===== config.mk =====
export PLATFORM = sky130hd
export DESIGN_NAME = csscfg_decode
export DESIGN_NICKNAME = d
export VERILOG_FILES = /design/src/rtl/csscfg_pkg.sv /design/src/rtl/csscfg_decode.sv
export VERILOG_INCLUDE_DIRS = /design/src /design/src/rtl
export SDC_FILE = /design/constraint.sdc
export NUM_CORES = 1
export LEC_CHECK = 0
export ABC_AREA = 1
export ABC_CLOCK_PERIOD_IN_PS = 800
export BUFFER_PORTS_ARGS = -buffer_cell sky130_fd_sc_hd__clkbuf_2
export CAP_MARGIN = 20
export CELL_PAD_IN_SITES_DETAIL_PLACEMENT = 0
export CELL_PAD_IN_SITES_GLOBAL_PLACEMENT = 1
export CORE_UTILIZATION = 10
export DETAILED_ROUTE_END_ITERATION = 8
export PLACE_DENSITY = 0.93
export SKIP_CTS_REPAIR_TIMING = 1
export SLEW_MARGIN = 20
export SYNTH_ARGS = -nofsm -noshare
export SYNTH_HDL_FRONTEND = slang
export SYNTH_SLANG_ARGS = --single-unit

===== constraint.sdc =====
create_clock -name clk -period 0.8 [get_ports clk]
set_input_delay 0.08 -clock clk [delete_from_list [all_inputs] [get_ports clk]]
set_output_delay 0.08 -clock clk [all_outputs]
set_load 0.005 [all_outputs]

===== src/rtl/csscfg_regs.svh =====
// Bit positions, encodings and timing figures of the clock source select control word
// Overview of operation
// - Muxes A, B, C primary decode ref/PLLA/PLLB/PLLC
// - C alternate select at bits 125:124, pin high
// - D primary select at bits 95:94, pin low
// - D alternate select at bits 127:126, pin high
// - Filter bit 0 short, 1 long time constant
// - Pump bit 0 low, 1 high current
// - Alternate-set pin picks primary or alternate set
`ifndef CSSCFG_REGS_SVH
`define CSSCFG_REGS_SVH
`define CSSCFG_WORD_W 128
`define CSSCFG_MUX_A_HI 23
`define CSSCFG_MUX_A_LO 22
`define CSSCFG_MUX_B_HI 47
`define CSSCFG_MUX_B_LO 46
`define CSSCFG_C_PRI_SRC_HI 71
`define CSSCFG_C_PRI_SRC_LO 70
`define CSSCFG_C_ALT_SRC_HI 125
`define CSSCFG_C_ALT_SRC_LO 124
`define CSSCFG_D_PRI_SRC_HI 95
`define CSSCFG_D_PRI_SRC_LO 94
`define CSSCFG_D_ALT_SRC_HI 127
`define CSSCFG_D_ALT_SRC_LO 126
`define CSSCFG_FILTER_A_BIT 20
`define CSSCFG_FILTER_B_BIT 44
`define CSSCFG_FILTER_C_PRI_BIT 68
`define CSSCFG_FILTER_C_ALT_BIT 92
`define CSSCFG_PUMP_A_BIT 19
`define CSSCFG_PUMP_B_BIT 43
`define CSSCFG_PUMP_C_PRI_BIT 67
`define CSSCFG_PUMP_C_ALT_BIT 91
`define CSSCFG_SHORT_TC_US 7
`define CSSCFG_LONG_TC_US 20
`define CSSCFG_LOW_PUMP_UA 2
`define CSSCFG_HIGH_PUMP_UA 10
`define CSSCFG_RESET_SRC 2'h0
`define CSSCFG_RESET_TC 1'b0
`define CSSCFG_RESET_PUMP 1'b0
`endif


===== src/rtl/csscfg_pkg.sv =====
// Types shared by the clock source select configuration decode
package csscfg_pkg;
   // Four-way output clock source
   typedef enum logic [1:0] {
      CSSCFG_SRC_REF = 2'h0,
      CSSCFG_SRC_PLL_A = 2'h1,
      CSSCFG_SRC_PLL_B = 2'h2,
      CSSCFG_SRC_PLL_C = 2'h3
   } csscfg_src_t;
   // Loop filter time constant choice
   typedef enum logic {
      CSSCFG_TC_SHORT = 1'b0,
      CSSCFG_TC_LONG = 1'b1
   } csscfg_tc_t;
   // Charge pump current choice
   typedef enum logic {
      CSSCFG_PUMP_LOW = 1'b0,
      CSSCFG_PUMP_HIGH = 1'b1
   } csscfg_pump_t;
endpackage : csscfg_pkg


===== src/rtl/csscfg_decode.sv =====
// Decode of the serially loaded control word into mux selects and PLL tuning
`timescale 1ns/1ps
`include "csscfg_regs.svh"
// Control word map as seen on the port (bit n is control bit n):
// 23:22 A mux source, 47:46 B mux source
// 71:70 C source primary, 125:124 C source alternate
// 95:94 D source primary, 127:126 D source alternate
// 20 and 44 filter time of PLL A and PLL B
// 68 and 92 filter time of PLL C, primary and alternate
// 19 and 43 pump current of PLL A and PLL B
// 67 and 91 pump current of PLL C, primary and alternate
// Divider and power-down fields live in the same word and are left to
// their own decoders, so most of the word is unread here.
// Source codes: 0 reference, 1 PLL A, 2 PLL B, 3 PLL C; all four are legal.
// The set pin swaps the C source, the D source and the C tuning as one
// group. Every output is registered on the same edge, so a pin change
// can never show a mix of primary and alternate settings downstream.
// The price is one clock of latency from word or pin to the outputs.
// The pin is taken as synchronous; a board-level switch needs an
// external synchroniser ahead of this block.
// Reset parks everything on the reference source, short filters and low pumps.
module csscfg_decode #(
   parameter int WORD_W = `CSSCFG_WORD_W
)(
   input wire logic clk,
   input wire logic reset_n,
   input wire logic [WORD_W-1:0] control_word, // Word loaded by the serial interface
   input wire logic alternate_set_pin, // High picks the alternate C/D set
   output csscfg_pkg::csscfg_src_t out_a_source,
   output csscfg_pkg::csscfg_src_t out_b_source,
   output csscfg_pkg::csscfg_src_t out_c_source, // Active C source after set choice
   output csscfg_pkg::csscfg_src_t out_d_source, // Active D source after set choice
   output csscfg_pkg::csscfg_tc_t filter_time_sel_pll_a,
   output csscfg_pkg::csscfg_tc_t filter_time_sel_pll_b,
   output csscfg_pkg::csscfg_tc_t filter_time_sel_pll_c, // Active C filter setting
   output csscfg_pkg::csscfg_pump_t pump_current_pll_a,
   output csscfg_pkg::csscfg_pump_t pump_current_pll_b,
   output csscfg_pkg::csscfg_pump_t pump_current_pll_c, // Active C pump setting
   output logic alternate_set_active // Registered copy of the set choice
);
   // Raw fields pulled out of the word
   logic [1:0] out_c_primary_source;
   logic [1:0] out_c_alternate_source;
   logic [1:0] out_d_primary_source;
   logic [1:0] out_d_alternate_source;
   logic filter_time_sel_c_primary;
   logic filter_time_sel_c_alternate;
   logic pump_current_c_primary;
   logic pump_current_c_alternate;
   // Next values of the selected C/D settings
   logic [1:0] next_c_src;
   logic [1:0] next_d_src;
   logic next_c_tc;
   logic next_c_pump;

   // Field extraction; the word has no default, software loads every field first
   // The word is a level input: whatever the loader leaves is decoded as is,
   // so a half-loaded word shows through until the loader finishes.
   assign out_c_primary_source = control_word[`CSSCFG_C_PRI_SRC_HI:`CSSCFG_C_PRI_SRC_LO];
   assign out_c_alternate_source = control_word[`CSSCFG_C_ALT_SRC_HI:`CSSCFG_C_ALT_SRC_LO];
   assign out_d_primary_source = control_word[`CSSCFG_D_PRI_SRC_HI:`CSSCFG_D_PRI_SRC_LO];
   assign out_d_alternate_source = control_word[`CSSCFG_D_ALT_SRC_HI:`CSSCFG_D_ALT_SRC_LO];
   assign filter_time_sel_c_primary = control_word[`CSSCFG_FILTER_C_PRI_BIT];
   assign filter_time_sel_c_alternate = control_word[`CSSCFG_FILTER_C_ALT_BIT];
   assign pump_current_c_primary = control_word[`CSSCFG_PUMP_C_PRI_BIT];
   assign pump_current_c_alternate = control_word[`CSSCFG_PUMP_C_ALT_BIT];

   // Set choice: the pin swaps the whole C/D group together, never part of it
   always_comb
   begin
      // Both branches assign all four next values, so no latch is inferred
      if (alternate_set_pin)
      begin
         next_c_src = out_c_alternate_source;
         next_d_src = out_d_alternate_source;
         next_c_tc = filter_time_sel_c_alternate;
         next_c_pump = pump_current_c_alternate;
      end
      else
      begin
         next_c_src = out_c_primary_source;
         next_d_src = out_d_primary_source;
         next_c_tc = filter_time_sel_c_primary;
         next_c_pump = pump_current_c_primary;
      end
   end

   // Mux selects, registered so outputs are glitch free
   always_ff @(posedge clk)
   begin
      if (!reset_n)
      begin
         // Reference until software has loaded a real word
         out_a_source <= csscfg_pkg::csscfg_src_t'(`CSSCFG_RESET_SRC);
         out_b_source <= csscfg_pkg::csscfg_src_t'(`CSSCFG_RESET_SRC);
         out_c_source <= csscfg_pkg::csscfg_src_t'(`CSSCFG_RESET_SRC);
         out_d_source <= csscfg_pkg::csscfg_src_t'(`CSSCFG_RESET_SRC);
      end
      else
      begin
         out_a_source <= csscfg_pkg::csscfg_src_t'(
            control_word[`CSSCFG_MUX_A_HI:`CSSCFG_MUX_A_LO]);
         out_b_source <= csscfg_pkg::csscfg_src_t'(
            control_word[`CSSCFG_MUX_B_HI:`CSSCFG_MUX_B_LO]);
         out_c_source <= csscfg_pkg::csscfg_src_t'(next_c_src);
         out_d_source <= csscfg_pkg::csscfg_src_t'(next_d_src);
      end
   end

   // Reset must leave every mux on the reference, whatever the word holds
   AST_RESET_SRC: assert property (@(posedge clk)
      !reset_n |=> out_a_source == csscfg_pkg::CSSCFG_SRC_REF &&
      out_b_source == csscfg_pkg::CSSCFG_SRC_REF &&
      out_c_source == csscfg_pkg::CSSCFG_SRC_REF &&
      out_d_source == csscfg_pkg::CSSCFG_SRC_REF)
      else $error("mux select not cleared by reset");

   // PLL tuning bits; reset holds the short filter and low current
   // A and B have no alternate set, only C goes through the set choice
   always_ff @(posedge clk)
   begin
      if (!reset_n)
      begin
         filter_time_sel_pll_a <= csscfg_pkg::csscfg_tc_t'(`CSSCFG_RESET_TC);
         filter_time_sel_pll_b <= csscfg_pkg::csscfg_tc_t'(`CSSCFG_RESET_TC);
         filter_time_sel_pll_c <= csscfg_pkg::csscfg_tc_t'(`CSSCFG_RESET_TC);
         pump_current_pll_a <= csscfg_pkg::csscfg_pump_t'(`CSSCFG_RESET_PUMP);
         pump_current_pll_b <= csscfg_pkg::csscfg_pump_t'(`CSSCFG_RESET_PUMP);
         pump_current_pll_c <= csscfg_pkg::csscfg_pump_t'(`CSSCFG_RESET_PUMP);
         alternate_set_active <= 1'b0;
      end
      else
      begin
         filter_time_sel_pll_a <= csscfg_pkg::csscfg_tc_t'(
            control_word[`CSSCFG_FILTER_A_BIT]);
         filter_time_sel_pll_b <= csscfg_pkg::csscfg_tc_t'(
            control_word[`CSSCFG_FILTER_B_BIT]);
         filter_time_sel_pll_c <= csscfg_pkg::csscfg_tc_t'(next_c_tc);
         pump_current_pll_a <= csscfg_pkg::csscfg_pump_t'(
            control_word[`CSSCFG_PUMP_A_BIT]);
         pump_current_pll_b <= csscfg_pkg::csscfg_pump_t'(
            control_word[`CSSCFG_PUMP_B_BIT]);
         pump_current_pll_c <= csscfg_pkg::csscfg_pump_t'(next_c_pump);
         alternate_set_active <= alternate_set_pin;
      end
   end

   // Reset leaves short filters, low pumps and the primary set
   AST_RESET_TUNE: assert property (@(posedge clk)
      !reset_n |=> filter_time_sel_pll_a == csscfg_pkg::CSSCFG_TC_SHORT &&
      filter_time_sel_pll_b == csscfg_pkg::CSSCFG_TC_SHORT &&
      filter_time_sel_pll_c == csscfg_pkg::CSSCFG_TC_SHORT &&
      pump_current_pll_a == csscfg_pkg::CSSCFG_PUMP_LOW &&
      pump_current_pll_b == csscfg_pkg::CSSCFG_PUMP_LOW &&
      pump_current_pll_c == csscfg_pkg::CSSCFG_PUMP_LOW && !alternate_set_active)
      else $error("tuning bits not cleared by reset");

   // PLL A and B tuning bits follow their own word bits, with no set choice
   AST_TC_A: assert property (@(posedge clk) disable iff (!reset_n)
      ##1 $past(reset_n) |-> filter_time_sel_pll_a == $past(control_word[20]))
      else $error("A filter setting mismatch");
   AST_TC_B: assert property (@(posedge clk) disable iff (!reset_n)
      ##1 $past(reset_n) |-> filter_time_sel_pll_b == $past(control_word[44]))
      else $error("B filter setting mismatch");
   AST_PUMP_A: assert property (@(posedge clk) disable iff (!reset_n)
      ##1 $past(reset_n) |-> pump_current_pll_a == $past(control_word[19]))
      else $error("A pump setting mismatch");
   AST_PUMP_B: assert property (@(posedge clk) disable iff (!reset_n)
      ##1 $past(reset_n) |-> pump_current_pll_b == $past(control_word[43]))
      else $error("B pump setting mismatch");

   // Checks tying each output to its field one cycle earlier
   AST_MUX_A: assert property (@(posedge clk) disable iff (!reset_n)
      ##1 $past(reset_n) |-> out_a_source == $past(control_word[23:22]))
      else $error("mux A select mismatch");
   AST_MUX_B: assert property (@(posedge clk) disable iff (!reset_n)
      ##1 $past(reset_n) |-> out_b_source == $past(control_word[47:46]))
      else $error("mux B select mismatch");

   // C and D selects follow the pin sampled on the same edge as the word
   AST_C_PRI: assert property (@(posedge clk) disable iff (!reset_n)
      !alternate_set_pin ##1 $past(reset_n) |-> out_c_source == $past(control_word[71:70]))
      else $error("C primary select mismatch");
   AST_C_ALT: assert property (@(posedge clk) disable iff (!reset_n)
      alternate_set_pin ##1 $past(reset_n) |-> out_c_source == $past(control_word[125:124]))
      else $error("C alternate select mismatch");
   AST_D_PRI: assert property (@(posedge clk) disable iff (!reset_n)
      !alternate_set_pin ##1 $past(reset_n) |-> out_d_source == $past(control_word[95:94]))
      else $error("D primary select mismatch");
   AST_D_ALT: assert property (@(posedge clk) disable iff (!reset_n)
      alternate_set_pin ##1 $past(reset_n) |-> out_d_source == $past(control_word[127:126]))
      else $error("D alternate select mismatch");

   // C tuning follows the same set choice as the C and D selects
   AST_TC_C: assert property (@(posedge clk) disable iff (!reset_n)
      ##1 $past(reset_n) |-> filter_time_sel_pll_c ==
      $past(alternate_set_pin ? control_word[92] : control_word[68]))
      else $error("C filter setting mismatch");
   AST_PUMP_C: assert property (@(posedge clk) disable iff (!reset_n)
      ##1 $past(reset_n) |-> pump_current_pll_c ==
      $past(alternate_set_pin ? control_word[91] : control_word[67]))
      else $error("C pump setting mismatch");

   // The registered set choice is the pin, one clock late
   AST_SET: assert property (@(posedge clk) disable iff (!reset_n)
      ##1 $past(reset_n) |-> alternate_set_active == $past(alternate_set_pin))
      else $error("set choice mismatch");

   // The shown set choice and the C/D selects always belong together
   AST_C_FOLLOWS_SET: assert property (@(posedge clk) disable iff (!reset_n)
      ##1 $past(reset_n) |-> out_c_source == (alternate_set_active ?
      $past(control_word[125:124]) : $past(control_word[71:70])))
      else $error("C select does not follow the set choice");
   AST_D_FOLLOWS_SET: assert property (@(posedge clk) disable iff (!reset_n)
      ##1 $past(reset_n) |-> out_d_source == (alternate_set_active ?
      $past(control_word[127:126]) : $past(control_word[95:94])))
      else $error("D select does not follow the set choice");

   // Held inputs must give held outputs: nothing in here counts or toggles
   AST_HOLD_CD: assert property (@(posedge clk) disable iff (!reset_n)
      ##1 $past(reset_n) && $stable(control_word) && $stable(alternate_set_pin)
      |=> $stable(out_c_source) && $stable(out_d_source))
      else $error("C or D select moved under held inputs");
   AST_HOLD_TUNE: assert property (@(posedge clk) disable iff (!reset_n)
      ##1 $past(reset_n) && $stable(control_word) && $stable(alternate_set_pin)
      |=> $stable(filter_time_sel_pll_c) && $stable(pump_current_pll_c))
      else $error("C tuning moved under held inputs");
endmodule : csscfg_decode


==> qor.yml <==
timing:
  post-route-period-util: 0.928
  rsz0062_at_grt: "no"
  finalSetupViolations: 0
  fin_setup_tns_ps: 0
  period_needed_ps: 742
  finalHoldViolCount: 0
  fmax_mhz: 1350
  relSlewSlack: 0.767
  slew_viol_final: 0
  max_slew.worst_pin.slew_ps: 350
drt:
  final_antenna_net_count: 0
  via_count: 454
  drc: 0
  wl_mm: 1.16
  via_per_inst: 2.65
  drtIter0Drc: 7
  firstDrtPassIters: 4
  routedWlPerCell_um: 6.77
final_layout:
  multi_input_area_um2: 129
  fin_area_um2: 800
  final_util: 0.167
  nFillCells: 557
  areaGrowthSynthToFinish_pct: 58.6
  fin_nets: 236
  area.sequential_um2: 300
  drive_above_1_share: 0.404
  antenna_cells: 0
synthesis:
  synth_seq_area_share: 0.596
  synthXorXnorAreaFrac: 0
  synth_cell_types: 8
  syn-mean-instance-area_um2: 7.76
  mappedNetlistArea_um2: 504
  synth_top_family_by_area: "simple AND/OR/NAND/NOR gates"
  synth_compound_area_frac: 0
  synth-simple-area-share: 0.256
  ys_ff_latch: 15
  syn_nets: 196
  synth_adder_area_share: 0
  synth.area.mux_share: 0
  ys_warn_count: 0
  syn_inst: 65
pwr:
  clockPowerShare: 0.382
  internal_power_mw: 1.23
  swShare: 0.221
  comb_power_share: 0.112
  p_per_area_nw_per_um2: 1980
  fin_total_pwr_mw: 1.58
  seqPwrFrac: 0.507
  leakage_nw: 0.485
  power_switching_uw: 350
  irDropWorstVdd_uv: 578
setup_path:
  critPathTopFamily: "flip-flops"
  endpoint_kind: "output port"
  path_cells: "clkbuf_2"
  cp_max_fo: 1
  crit_required_ps: 720
  startpoint_type: "flip-flop"
  arrival_ps: 660
  cp.buffers_inverters: 1
  crit_type: "flip-flop to output port"
  critical_path.max_stage_delay_ps: 310
  startpoint: "filter_time_sel_pll_a"
  cpMaxStageDelayCell: "dfxtp_1"
floorplan:
  ios: 146
  dieArea_um2: 5330
  die_y_um: 73.0
  coreArea_um2: 4790
  initial_utilization: 0.105
  rows: 25
  die_w_um: 73.0
clock_network:
  cts_tree: "yes"
  clk_pin_slew_ps: 60
  clk_path_buf_depth: 2
  numCtsBuffers: 3
  htree_levels: 1
  cts_root_buf: "clkbuf_8"
  cts.sinks: 15
hold_path:
  holdCritPathClass: "input port to flip-flop"
  min-delay-start: "control_word[22]"
global_route:
  grt_first_pass_wirelength_mm: 1.81
  grt_antenna_before_repair: 0
  grt-ovfl-total: 0
  grt_max_degree: 16
  grt_pass1_vias: 426
  grt.total_usage: 0.0469
placement:
  hpwl_um: 927
  gp_congestion: 0.578
  place_area_um2: 754
  io_buffers: 37
outcome:
  status: "completed"
flow_run:
  maxCapViolations: 0
## final timing paths
kind                    end  slack, ps  depth (start not counted)
min         out_a_source[0]         10                          3
max   filter_time_sel_pll_a         60                          1
## per-stage QoR
step                      worst slack, ps  instances  hold slack [ps]
after global routing                 11.7        171             11.1
final                                57.6        171             13.3
after detailed placement              145        167              262
after global placement                159        167              259
after CTS                            39.8        171             4.50
after floorplan                       304         65              173
## cell usage in the layout (no fill, tap or decap), drive strengths merged
cell and n:
clkbuf 41, nor2 12, dfxtp 15, nand2 21, inv 15
## Yosys cell counts
cell	count	area share
nor2_1	11	0.082
buf_4	1	0.015
nand2_2	1	0.012
dfxtp_1	15	0.60
nor2_2	1	0.012
nand2_1	20	0.15
buf_6	1	0.022
inv_1	15	0.11
## power by group through the flow
stage / clock network [mW] / logic, mW / registers [mW]
4_1_cts: 0.641 / 0.181 / 0.803
2_1_floorplan: 0 / 0.0690 / 0.827
5_1_grt: 0.673 / 0.208 / 0.807
6_report: 0.605 / 0.177 / 0.803
3_3_place_gp: 0 / 0.177 / 0.818
3_5_place_dp: 0 / 0.180 / 0.820
## state kept, by name (all words and copies together) (netlist names), 2 cells and up
register and cells:
out_a_source 2, out_b_source 2, out_c_source 2, out_d_source 2
## routing by layer
| metal | vias to the layer above | wire length, um | track usage | part of all wire |
|---|---|---|---|---|
| met2 | 26 | 472 | 0.0730 | 0.41 |
| li1 | 256 | - | - | - |
| met1 | 170 | 548 | 0.0507 | 0.47 |
| met5 | - | 0 | 0 | 0 |
| met4 | 0 | 14 | 0.0261 | 0.012 |
| met3 | 2 | 120 | 0.0249 | 0.10 |
## cell families (layout without fill, tap and decap cells)
logic type | after synthesis | in the layout
flip-flops | 15 | 15
AND/OR/NAND/NOR | 33 | 33
buffers and inverters | 17 | 56
## final cells by class
cell class	instances	share of cell area
Clock buffer	4	0.0563
Inverter	15	0.0704
Multi-Input combinational cell	33	0.161
Sequential cell	15	0.376
Tap cell	67	0.105
Timing Repair Buffer	37	0.232
Power figures use the tool's default switching activity.
